File: src/ssp_consts.svh
// constants for the synchronous half-duplex serial port
// What this block does
// - Control bit 13 picks master (drive clock pin) or slave (clock pin is input).
// - Synchronous mode runs when control bit 0 is one and bit 14 zero.
// - Transmit has 9-bit holding buffer and 10-bit shift register, right-aligned words.
// - Idle: data pin driven high; master also holds clock pin high.
// - Transmission allowed only while both receive enables (bits 11, 12) are zero.
// - A write starts transmission; goes to empty shifter at once, else waits.
// - Write while holding buffer and shifter both full is ignored.
// - Master without new word stops data and clock after the last bit.
// - Slave with running clock reloads holding buffer each word, resending it.
// - Bits change on rising edges, LSB first, 6 to 9 bits, optional parity.
// - Transmit interrupt pulses when a word's final bit has gone out.
// - Receive buffer reads right-aligned; bits above word length read zero.
// - Bit 11 enables continuous, bit 12 single-word reception.
// - Receiver samples on falling edges, then moves word to buffer with interrupt.
// - Word completing with holding buffer full sets both-full, further data ignored.
// - Reading the receive buffer clears both-full and advances the waiting word.
// - Data arriving while both-full sets sticky overrun flag, cleared by software.
// - Parity mismatch sets sticky parity flag as the bad word becomes the buffer's head.
// - Master single reception clears its enable after one word; clearing aborts.
// - Continuous wins over single; never cleared by hardware; interrupt every word.
// - In slave mode only the continuous enable starts reception.
// - Word length and parity enable come from control register fields.
// - Master bit clock is core clock divided by divisor plus one.
// - Generated bit clock never exceeds 6.4 MHz.
`ifndef SSP_CONSTS_SVH
`define SSP_CONSTS_SVH
// ==========================================================
// control word fields
`define SSP_CTL_SYNC      0
`define SSP_CTL_WLEN_LO   1
`define SSP_CTL_WLEN_HI   2
`define SSP_CTL_PAR_EN    5
`define SSP_CTL_CONTINUOUS_RX_ENABLE      11
`define SSP_CTL_MASTER    13
`define SSP_CTL_CODEC     14
// ==========================================================
// timing
`define SSP_CLK_KHZ       250000
`define SSP_MAX_SCLK_KHZ  6400
`define SSP_MIN_DIV       ((`SSP_CLK_KHZ + `SSP_MAX_SCLK_KHZ - 1) / `SSP_MAX_SCLK_KHZ)
`define SSP_MIN_BITS      6
`endif

File: src/ssp_pkg.sv
// types shared by the serial port files
package ssp_pkg;
    typedef enum logic [2:0] {
        SSP_IDLE = 3'b001,
        SSP_TX   = 3'b010,
        SSP_RX   = 3'b100
    } ssp_dir_e;
    typedef logic [8:0] ssp_word_t;
    typedef logic [3:0] ssp_cnt_t;
endpackage

File: src/ssp_sync_port.sv
// synchronous half-duplex serial port: clocking, transmit, receive, flags
`timescale 1ns/1ns
`include "ssp_consts.svh"
module ssp_sync_port #(
    parameter bit PARITY_ODD = 1'b0
) (
    // clock and reset
    input  wire logic              core_clk,
    input  wire logic              resetn,
    // control
    input  wire logic [15:0]       serial_control_reg,
    input  wire logic [15:0]       baud_divisor_reg,
    input  wire logic              single_rx_set,
    input  wire logic              single_rx_clr,
    output logic                   single_rx_enable,
    // flags
    output logic                   both_full_flag,
    output logic                   rx_overrun_flag,
    input  wire logic              rx_overrun_clr,
    output logic                   parity_error_flag,
    input  wire logic              parity_error_clr,
    // transmit word in
    input  wire logic              tx_wr_valid,
    output logic                   tx_wr_ready,
    input  wire ssp_pkg::ssp_word_t tx_wr_data,
    // receive word out
    output logic                   rx_rd_valid,
    input  wire logic              rx_rd_ready,
    output ssp_pkg::ssp_word_t     rx_rd_data,
    // events
    output logic                   tx_done_irq,
    output logic                   rx_done_irq,
    // clock pin
    input  wire logic              sclk_i,
    output logic                   sclk_o,
    output logic                   sclk_oe,
    // data pin
    input  wire logic              sdata_i,
    output logic                   sdata_o,
    output logic                   sdata_oe
);
    import ssp_pkg::*;

    // ==========================================================
    // configuration decode
    logic       sync_mode;
    logic       master;
    logic       cont_en;
    logic       par_en;
    logic [1:0] wlen;
    ssp_cnt_t   nbits;
    logic       rx_en;
    logic       tx_allowed;

    assign sync_mode  = serial_control_reg[`SSP_CTL_SYNC]
                        && !serial_control_reg[`SSP_CTL_CODEC];
    assign master     = serial_control_reg[`SSP_CTL_MASTER];
    assign cont_en    = serial_control_reg[`SSP_CTL_CONTINUOUS_RX_ENABLE];
    assign par_en     = serial_control_reg[`SSP_CTL_PAR_EN];
    assign wlen       = serial_control_reg[`SSP_CTL_WLEN_HI:`SSP_CTL_WLEN_LO];
    assign nbits      = ssp_cnt_t'(`SSP_MIN_BITS) + ssp_cnt_t'(wlen) + ssp_cnt_t'(par_en);
    // continuous wins; single only counts in master mode
    assign rx_en      = sync_mode && (cont_en || (master && single_rx_enable));
    assign tx_allowed = sync_mode && !cont_en && !single_rx_enable;

    // frame image: data masked to length, parity above the last data bit
    function automatic logic [9:0] build_frame(input ssp_word_t d, input logic [1:0] wl,
                                               input logic pe);
        logic [9:0] f;
        int         n;
        f = '0;
        n = `SSP_MIN_BITS + int'(wl);
        for (int i = 0; i < 9; i++) begin
            if (i < n) f[i] = d[i];
        end
        if (pe) f[n] = (^f) ^ PARITY_ODD;
        return f;
    endfunction

    // ==========================================================
    // pin synchronisers
    logic sclk_s1_ff;
    logic sclk_s2_ff;
    logic sclk_s3_ff;
    logic sdat_s1_ff;
    logic sdat_s2_ff;

    always_ff @(posedge core_clk) begin
        if (!resetn) begin
            sclk_s1_ff <= 1'b1;
            sclk_s2_ff <= 1'b1;
            sclk_s3_ff <= 1'b1;
            sdat_s1_ff <= 1'b1;
            sdat_s2_ff <= 1'b1;
        end else begin
            sclk_s1_ff <= sclk_i;
            sclk_s2_ff <= sclk_s1_ff;
            sclk_s3_ff <= sclk_s2_ff;
            sdat_s1_ff <= sdata_i;
            sdat_s2_ff <= sdat_s1_ff;
        end
    end

    // ==========================================================
    // master bit clock
    logic [16:0] div_eff;
    logic [16:0] half;
    logic [16:0] div_cnt_ff;
    logic        sclk_ff;
    logic        running;
    logic        m_fall;
    logic        m_rise;
    logic        tx_full_ff;
    logic        rx_in_ready;

    // divisors below the floor are raised so the pin never passes 6.4 MHz
    assign div_eff = ({1'b0, baud_divisor_reg} + 17'h00001 < 17'(`SSP_MIN_DIV))
                     ? 17'(`SSP_MIN_DIV) : {1'b0, baud_divisor_reg} + 17'h00001;
    assign half    = div_eff >> 1;
    assign running = master && ((tx_allowed && tx_full_ff) || (rx_en && rx_in_ready));
    assign m_fall  = running && (div_cnt_ff == half - 17'h00001);
    assign m_rise  = running && (div_cnt_ff == div_eff - 17'h00001);

    always_ff @(posedge core_clk) begin
        if (!resetn) begin
            div_cnt_ff <= '0;
            sclk_ff    <= 1'b1;
        end else if (!running) begin
            div_cnt_ff <= '0;
            sclk_ff    <= 1'b1;
        end else begin
            div_cnt_ff <= m_rise ? 17'h00000 : div_cnt_ff + 17'h00001;
            if (m_fall) sclk_ff <= 1'b0;
            if (m_rise) sclk_ff <= 1'b1;
        end
    end

    logic fall_ev;
    logic rise_ev;
    assign fall_ev = sync_mode && (master ? m_fall : (sclk_s3_ff && !sclk_s2_ff));
    assign rise_ev = sync_mode && (master ? m_rise : (!sclk_s3_ff && sclk_s2_ff));

    assign sclk_o  = sclk_ff;
    assign sclk_oe = sync_mode && master;

    // ==========================================================
    // direction state and shared bit counter
    ssp_dir_e dir_ff;
    ssp_dir_e nxt_dir;
    ssp_cnt_t bit_cnt_ff;

    always_comb begin
        case (dir_ff)
            SSP_IDLE: nxt_dir = rx_en ? SSP_RX : (tx_allowed ? SSP_TX : SSP_IDLE);
            SSP_TX:   nxt_dir = tx_allowed ? SSP_TX : SSP_IDLE;
            SSP_RX:   nxt_dir = rx_en ? SSP_RX : SSP_IDLE;
            default:  nxt_dir = SSP_IDLE;
        endcase
    end

    always_ff @(posedge core_clk) begin
        if (!resetn) begin
            dir_ff <= SSP_IDLE;
        end else begin
            dir_ff <= nxt_dir;
        end
    end

    // ==========================================================
    // transmit path
    ssp_word_t  tx_hold_ff;
    logic       hold_full_ff;
    logic [9:0] tx_shift_reg;
    logic       tx_wr_take;
    logic       tx_last;

    assign tx_wr_ready = tx_allowed && !(tx_full_ff && hold_full_ff);
    assign tx_wr_take  = tx_wr_valid && tx_wr_ready;
    assign tx_last     = (dir_ff == SSP_TX) && tx_full_ff && rise_ev
                         && (bit_cnt_ff == nbits - 4'h1);

    always_ff @(posedge core_clk) begin
        if (!resetn) begin
            tx_hold_ff   <= '0;
            hold_full_ff <= 1'b0;
            tx_full_ff   <= 1'b0;
            tx_shift_reg <= '1;
            tx_done_irq  <= 1'b0;
        end else begin
            tx_done_irq <= tx_last;
            if (!tx_allowed) begin
                tx_full_ff   <= 1'b0;
                hold_full_ff <= 1'b0;
            end else if (tx_last) begin
                if (hold_full_ff || !master) begin
                    tx_shift_reg <= build_frame(tx_hold_ff, wlen, par_en);
                    hold_full_ff <= 1'b0;
                    if (tx_wr_take) begin
                        tx_hold_ff   <= tx_wr_data;
                        hold_full_ff <= 1'b1;
                    end
                end else if (tx_wr_take) begin
                    // a word arriving on the last edge goes straight on, never parked
                    tx_shift_reg <= build_frame(tx_wr_data, wlen, par_en);
                    tx_hold_ff   <= tx_wr_data;
                end else begin
                    tx_full_ff <= 1'b0;
                end
            end else begin
                if (tx_full_ff && rise_ev && dir_ff == SSP_TX) begin
                    tx_shift_reg <= {1'b1, tx_shift_reg[9:1]};
                end
                if (tx_wr_take && !tx_full_ff) begin
                    tx_shift_reg <= build_frame(tx_wr_data, wlen, par_en);
                    tx_hold_ff   <= tx_wr_data;
                    tx_full_ff   <= 1'b1;
                end else if (tx_wr_take) begin
                    tx_hold_ff   <= tx_wr_data;
                    hold_full_ff <= 1'b1;
                end
            end
        end
    end

    // data pin driven high when nothing is shifting
    assign sdata_o  = tx_full_ff ? tx_shift_reg[0] : 1'b1;
    assign sdata_oe = sync_mode && !cont_en && !single_rx_enable;

    // ==========================================================
    // receive path
    logic [8:0] rx_shift_reg;
    logic       rx_last;
    logic       rx_take;
    logic [8:0] rx_word;
    logic [9:0] rx_frame;
    logic       rx_parity_error_flag;
    logic [9:0] buf_out;
    logic       head_seen_ff;
    logic       head_fresh;

    assign rx_take  = (dir_ff == SSP_RX) && rx_en && fall_ev && rx_in_ready;
    assign rx_last  = rx_take && (bit_cnt_ff == nbits - 4'h1);

    always_comb begin
        rx_frame = {1'b0, rx_shift_reg};
        rx_frame[bit_cnt_ff] = sdat_s2_ff;
        rx_word  = 9'h000;
        for (int i = 0; i < 9; i++) begin
            if (i < `SSP_MIN_BITS + int'(wlen)) rx_word[i] = rx_frame[i];
        end
        rx_parity_error_flag  = par_en && (build_frame(rx_word, wlen, 1'b1) != rx_frame);
    end

    always_ff @(posedge core_clk) begin
        if (!resetn) begin
            rx_shift_reg <= '0;
            bit_cnt_ff   <= '0;
            rx_done_irq  <= 1'b0;
        end else begin
            rx_done_irq <= rx_last;
            if (dir_ff != nxt_dir || (dir_ff == SSP_RX && !rx_en)) begin
                bit_cnt_ff <= '0;
            end else if (rx_last || tx_last) begin
                bit_cnt_ff <= '0;
            end else if (rx_take || (dir_ff == SSP_TX && tx_full_ff && rise_ev)) begin
                bit_cnt_ff <= bit_cnt_ff + 4'h1;
            end
            if (rx_take) begin
                rx_shift_reg <= rx_frame[8:0];
            end
        end
    end

    ssp_buf2 #(
        .WIDTH (10),
        .DEPTH (2)
    ) u_rx_buf (
        .core_clk  (core_clk),
        .resetn    (resetn),
        .in_valid  (rx_last),
        .in_ready  (rx_in_ready),
        .in_data   ({rx_parity_error_flag, rx_word}),
        .out_valid (rx_rd_valid),
        .out_ready (rx_rd_ready),
        .out_data  (buf_out)
    );

    assign rx_rd_data     = buf_out[8:0];
    assign both_full_flag = !rx_in_ready;
    assign head_fresh     = rx_rd_valid && !head_seen_ff;

    // a word that just became the head reports its own parity
    always_ff @(posedge core_clk) begin
        if (!resetn) begin
            head_seen_ff <= 1'b0;
        end else begin
            head_seen_ff <= rx_rd_valid && !rx_rd_ready;
        end
    end

    // ==========================================================
    // sticky flags and single-word enable; a set beats a clear
    always_ff @(posedge core_clk) begin
        if (!resetn) begin
            rx_overrun_flag   <= 1'b0;
            parity_error_flag <= 1'b0;
            single_rx_enable  <= 1'b0;
        end else begin
            if (rx_en && fall_ev && !rx_in_ready) begin
                rx_overrun_flag <= 1'b1;
            end else if (rx_overrun_clr) begin
                rx_overrun_flag <= 1'b0;
            end
            if (head_fresh && buf_out[9]) begin
                parity_error_flag <= 1'b1;
            end else if (parity_error_clr) begin
                parity_error_flag <= 1'b0;
            end
            if (single_rx_set) begin
                single_rx_enable <= 1'b1;
            end else if (single_rx_clr || (rx_last && master && !cont_en)) begin
                single_rx_enable <= 1'b0;
            end
        end
    end

    // ==========================================================
    // checks
    a_idle_data_high: assert property (@(posedge core_clk) disable iff (!resetn)
        (sdata_oe && !tx_full_ff) |-> sdata_o)
        else $error("data pin not high while idle");
    a_master_clk_idle: assert property (@(posedge core_clk) disable iff (!resetn)
        (sync_mode && master && !running) |=> sclk_o)
        else $error("master clock not high while idle");
    a_tx_blocked_rx: assert property (@(posedge core_clk) disable iff (!resetn)
        (cont_en || single_rx_enable) |-> !tx_wr_ready)
        else $error("transmit accepted while receive enabled");
    a_write_ignored: assert property (@(posedge core_clk) disable iff (!resetn)
        (tx_full_ff && hold_full_ff && !tx_last && tx_allowed) |=> $stable(tx_hold_ff))
        else $error("holding buffer changed while both full");
    a_bbf_blocks: assert property (@(posedge core_clk) disable iff (!resetn)
        both_full_flag |-> !rx_last)
        else $error("word accepted while both full");
    a_ovr_sticky: assert property (@(posedge core_clk) disable iff (!resetn)
        (rx_overrun_flag && !rx_overrun_clr) |=> rx_overrun_flag)
        else $error("overrun flag dropped without clear");
    a_single_done: assert property (@(posedge core_clk) disable iff (!resetn)
        (rx_last && master && !cont_en && !single_rx_set) |=> !single_rx_enable)
        else $error("single enable not cleared after word");
    a_rx_irq_word: assert property (@(posedge core_clk) disable iff (!resetn)
        rx_last |=> (rx_done_irq && rx_rd_valid))
        else $error("received word not signalled");
    a_clk_floor: assert property (@(posedge core_clk) disable iff (!resetn)
        m_rise |-> (div_cnt_ff >= 17'(`SSP_MIN_DIV - 1)))
        else $error("bit clock faster than allowed");
    a_tx_irq_last: assert property (@(posedge core_clk) disable iff (!resetn)
        tx_done_irq |-> $past(rise_ev))
        else $error("transmit interrupt without clock edge");
endmodule

File: src/ssp_buf2.sv
// small FIFO holding received words with their parity mark
`timescale 1ns/1ns
module ssp_buf2 #(
    parameter int WIDTH = 10,
    parameter int DEPTH = 2
) (
    // clock and reset
    input  wire logic             core_clk,
    input  wire logic             resetn,
    // fill side
    input  wire logic             in_valid,
    output logic                  in_ready,
    input  wire logic [WIDTH-1:0] in_data,
    // drain side
    output logic                  out_valid,
    input  wire logic             out_ready,
    output logic      [WIDTH-1:0] out_data
);
    localparam int AW = (DEPTH > 1) ? $clog2(DEPTH) : 1;

    initial begin
        if (DEPTH < 2 || WIDTH < 1) $error("ssp_buf2: DEPTH must be >= 2");
    end

    logic [WIDTH-1:0] mem_ff [DEPTH];
    logic [AW-1:0]    wr_ptr_ff;
    logic [AW-1:0]    rd_ptr_ff;
    logic [AW:0]      count_ff;
    logic             push;
    logic             pop;

    assign in_ready  = (count_ff != (AW+1)'(DEPTH));
    assign out_valid = (count_ff != '0);
    assign out_data  = mem_ff[rd_ptr_ff];
    assign push      = in_valid && in_ready;
    assign pop       = out_valid && out_ready;

    genvar gi;
    generate
        for (gi = 0; gi < DEPTH; gi++) begin : g_ent
            always_ff @(posedge core_clk) begin
                if (!resetn) begin
                    mem_ff[gi] <= '0;
                end else if (push && wr_ptr_ff == AW'(gi)) begin
                    mem_ff[gi] <= in_data;
                end
            end
        end
    endgenerate

    always_ff @(posedge core_clk) begin
        if (!resetn) begin
            wr_ptr_ff <= '0;
            rd_ptr_ff <= '0;
            count_ff  <= '0;
        end else begin
            if (push) begin
                wr_ptr_ff <= (wr_ptr_ff == AW'(DEPTH-1)) ? '0 : wr_ptr_ff + 1'b1;
            end
            if (pop) begin
                rd_ptr_ff <= (rd_ptr_ff == AW'(DEPTH-1)) ? '0 : rd_ptr_ff + 1'b1;
            end
            if (push && !pop) begin
                count_ff <= count_ff + 1'b1;
            end else if (pop && !push) begin
                count_ff <= count_ff - 1'b1;
            end
        end
    end
endmodule

File: config.mk
export PLATFORM = sky130hd
export DESIGN_NAME = ssp_sync_port
export DESIGN_NICKNAME = d
export VERILOG_FILES = /design/src/ssp_pkg.sv /design/src/ssp_sync_port.sv /design/src/ssp_buf2.sv
export VERILOG_INCLUDE_DIRS = /design/src
export SDC_FILE = /design/constraint.sdc
export NUM_CORES = 1
export LEC_CHECK = 0
export ABC_AREA = 1
export BUFFER_PORTS_ARGS = -buffer_cell sky130_fd_sc_hd__buf_2
export CORE_MARGIN = 5
export CORE_UTILIZATION = 43
export DETAILED_ROUTE_END_ITERATION = 8
export HOLD_SLACK_MARGIN = 0.06
export PLACE_DENSITY = 0.6
export SETUP_SLACK_MARGIN = 0.3
export SYNTH_ARGS = -nofsm -noshare
export SYNTH_HDL_FRONTEND = slang
export SYNTH_SLANG_ARGS = --single-unit
File: constraint.sdc
create_clock -name core_clk -period 6.55 [get_ports core_clk]
set_clock_uncertainty 0.15 [all_clocks]
set_input_delay 1.965 -clock core_clk [delete_from_list [all_inputs] [get_ports core_clk]]
set_output_delay 1.965 -clock core_clk [all_outputs]
set_load 0.02 [all_outputs]
==> impl_metrics.tcl <==
set metrics [dict create \
    outcome "finished clean" \
    syn_to_final_growth_pct 13.5 \
    syn_area_sq_um 6520 \
    critPathMostFrequentCell "nand2_1" \
    std_cell_rows 45 \
    crit_path_start_kind "input port" \
    relSlewSlack 0.411 \
    port_buffers 62 \
    cts_tree "done" \
    period_minus_slack_ns 5.81 \
    cp.buffers_inverters 4 \
    routed_via_density 5.05 \
    antenna_found_initial 1 \
    diodes 0 \
    hpwl_mm 12.8 \
    drive_gt1_frac 0.159 \
    nFillCells 1563 \
    total_power_w 0.00134 \
    grt_setup_unrepaired "yes" \
    place.gp.congestion 0.883 \
    synth_edf_count 20 \
    seq_area_frac_synth 0.310 \
    grt_overflow 0 \
    ctsHoldBuffers 0 \
    dr.pass1.iters 7 \
    initial_core_util 0.434 \
    cp.arrival_ns 5.89 \
    static-leakage-power_nw 3.27 \
    hp-class "reg2reg" \
    critical-path-top-delay-family "simple AND/OR/NAND/NOR gates" \
    async_flop_share 0 \
    irDropWorstVdd_v 0.000136 \
    syn_avg_cell_area_sq_um 6.78 \
    detail-route-antenna-nets 0 \
    ys.flop_type "dfxtp_1" \
    drv_slew 0 \
    dieArea_sq_um 17700 \
    tns_ns 0 \
    drtIter0Drc 447 \
    core_sq_um 15000 \
    layout_common_cells "nand2_1 (237), inv_1 (120), nor2_1 (95)" \
    synth_seq_cells 91 \
    final_common_cell "nand2_1" \
    clkTransAtPathRegs_ns 0.07 \
    via_count 6140 \
    clock-sinks 91 \
    synth_warnings 0 \
    setup_viol 0 \
    die-width_microns 133 \
    r2r_setup_slack_ns 2.67 \
    crit_slowest_cell "ha_1" \
    grt_usage 0.185 \
    finalCritPeriodShare 0.887 \
    drc 0 \
    largest_register_ffs 20 \
    p_per_area_nw_per_um2 182 \
    fin_nets 1086 \
    die_y_microns 133 \
    ios 72 \
    clock_latency_ns 0.35 \
    grt_pass1_vias 5580 \
    path_max_fanout 7 \
    root_buffer "clkbuf_16" \
    wl_per_cell_microns 13.5 \
    h-tree-depth 3 \
    worstPathRequired_ns 6.63 \
    fmax_mhz 172 \
    critPathMaxStageDelay_ns 0.25 \
    crit_type "in2reg" \
    grt_pass1_wl_mm 27.2 \
    endpoint_kind "flop" \
    syn_inst 961 \
    grt_max_degree 36 \
    finalHoldViolations 0 \
    routed_wl_mm 16.4 \
    synth_nets 1023 \
    hold_slack_ns 0.261 \
    clock_path_buffers 2 \
    drv_cap 0 \
    ys_types 51 \
    cts_made_buffers 9 \
    tightest_slew_ns 0.880 \
]
[cells by family (layout without fill, tap and decap cells)]
logic type / Yosys count / in the layout / share of synthesized area
AOI/OAI and AO/OA: 124 / 124 / 0.105
xor gates and xnor gates: 65 / 65 / 0.0917
adders and majority gates: 11 / 11 / 0.0211
buffers and inverters: 151 / 219 / 0.0915
DFF: 91 / 91 / 0.310
muxes: 9 / 9 / 0.0155
and+or+nand+nor: 510 / 510 / 0.365
[cell usage after synthesis, drive strengths merged (8+ instances only)]
master | instances | share of area
nand2 | 252 | 0.15
inv | 125 | 0.072
nor2 | 103 | 0.064
nand3 | 72 | 0.063
dfxtp | 71 | 0.22
o21ai | 57 | 0.044
xor2 | 46 | 0.063
a21oi | 44 | 0.034
nor3 | 35 | 0.033
nand4 | 24 | 0.030
edfxtp | 20 | 0.092
xnor2 | 18 | 0.025
clkbuf | 14 | 0.0081
ha | 11 | 0.021
buf | 10 | 0.010
mux2 | 9 | 0.016
or2 | 8 | 0.0077
[path summary, 6_finish.rpt]
path / from / end / cells after the start
max: baud_divisor_reg[0] / u_rx_buf.count_ff[1] / 31
min: sdat_s1_ff / sdat_s2_ff / 1
max reg2reg: bit_cnt_ff[2] / u_rx_buf.mem_ff[0][9] / 14
min reg2reg: sdat_s1_ff / sdat_s2_ff / 1
[per-stage QoR]
| stage | setup slack [ns] | utilization | area, sq um | instances |
|---|---|---|---|---|
| after detailed placement | 0.155 | 0.469 | 7060 | 1201 |
| after CTS | 0.493 | 0.490 | 7360 | 1217 |
| after global placement | 0.203 | 0.469 | 7060 | 1201 |
| after floorplan | 0.407 | - | 6520 | 961 |
| after global routing | 0.268 | 0.492 | 7400 | 1217 |
| final | 0.738 | 0.492 | 7400 | 1217 |
[per-layer routing]
metal,wire [microns],track usage
met5,7,0
met4,233,0.0480
met3,842,0.0298
met2,7060,0.280
met1,8240,0.274
[repair_timing]
action                                  in CTS  in global routing
buffers inserted                             0                  0
endpoints found under the setup margin       0                 36
resized for setup                            0                 10
[report_power, final]
group	internal (W)	total, W	switching (W)	leakage [nW]
registers	0.000584	0.000591	0.00000794	0.781
clock network	0.000303	0.000546	0.000242	0.151
logic	0.0000747	0.000207	0.000132	2.34
[final cells by class]
| type | instances | area [sq um] | area share |
|---|---|---|---|
| Clock buffer | 9 | 225 | 0.0304 |
| Inverter | 127 | 477 | 0.0644 |
| Sequential cell | 91 | 2020 | 0.273 |
| Multi-Input combinational cell | 719 | 3940 | 0.533 |
| Timing Repair Buffer | 76 | 415 | 0.0562 |
| Tap cell | 188 | 235 | 0.0318 |
| Clock inverter | 7 | 80.1 | 0.0108 |
(Power assumes the default switching activity.)
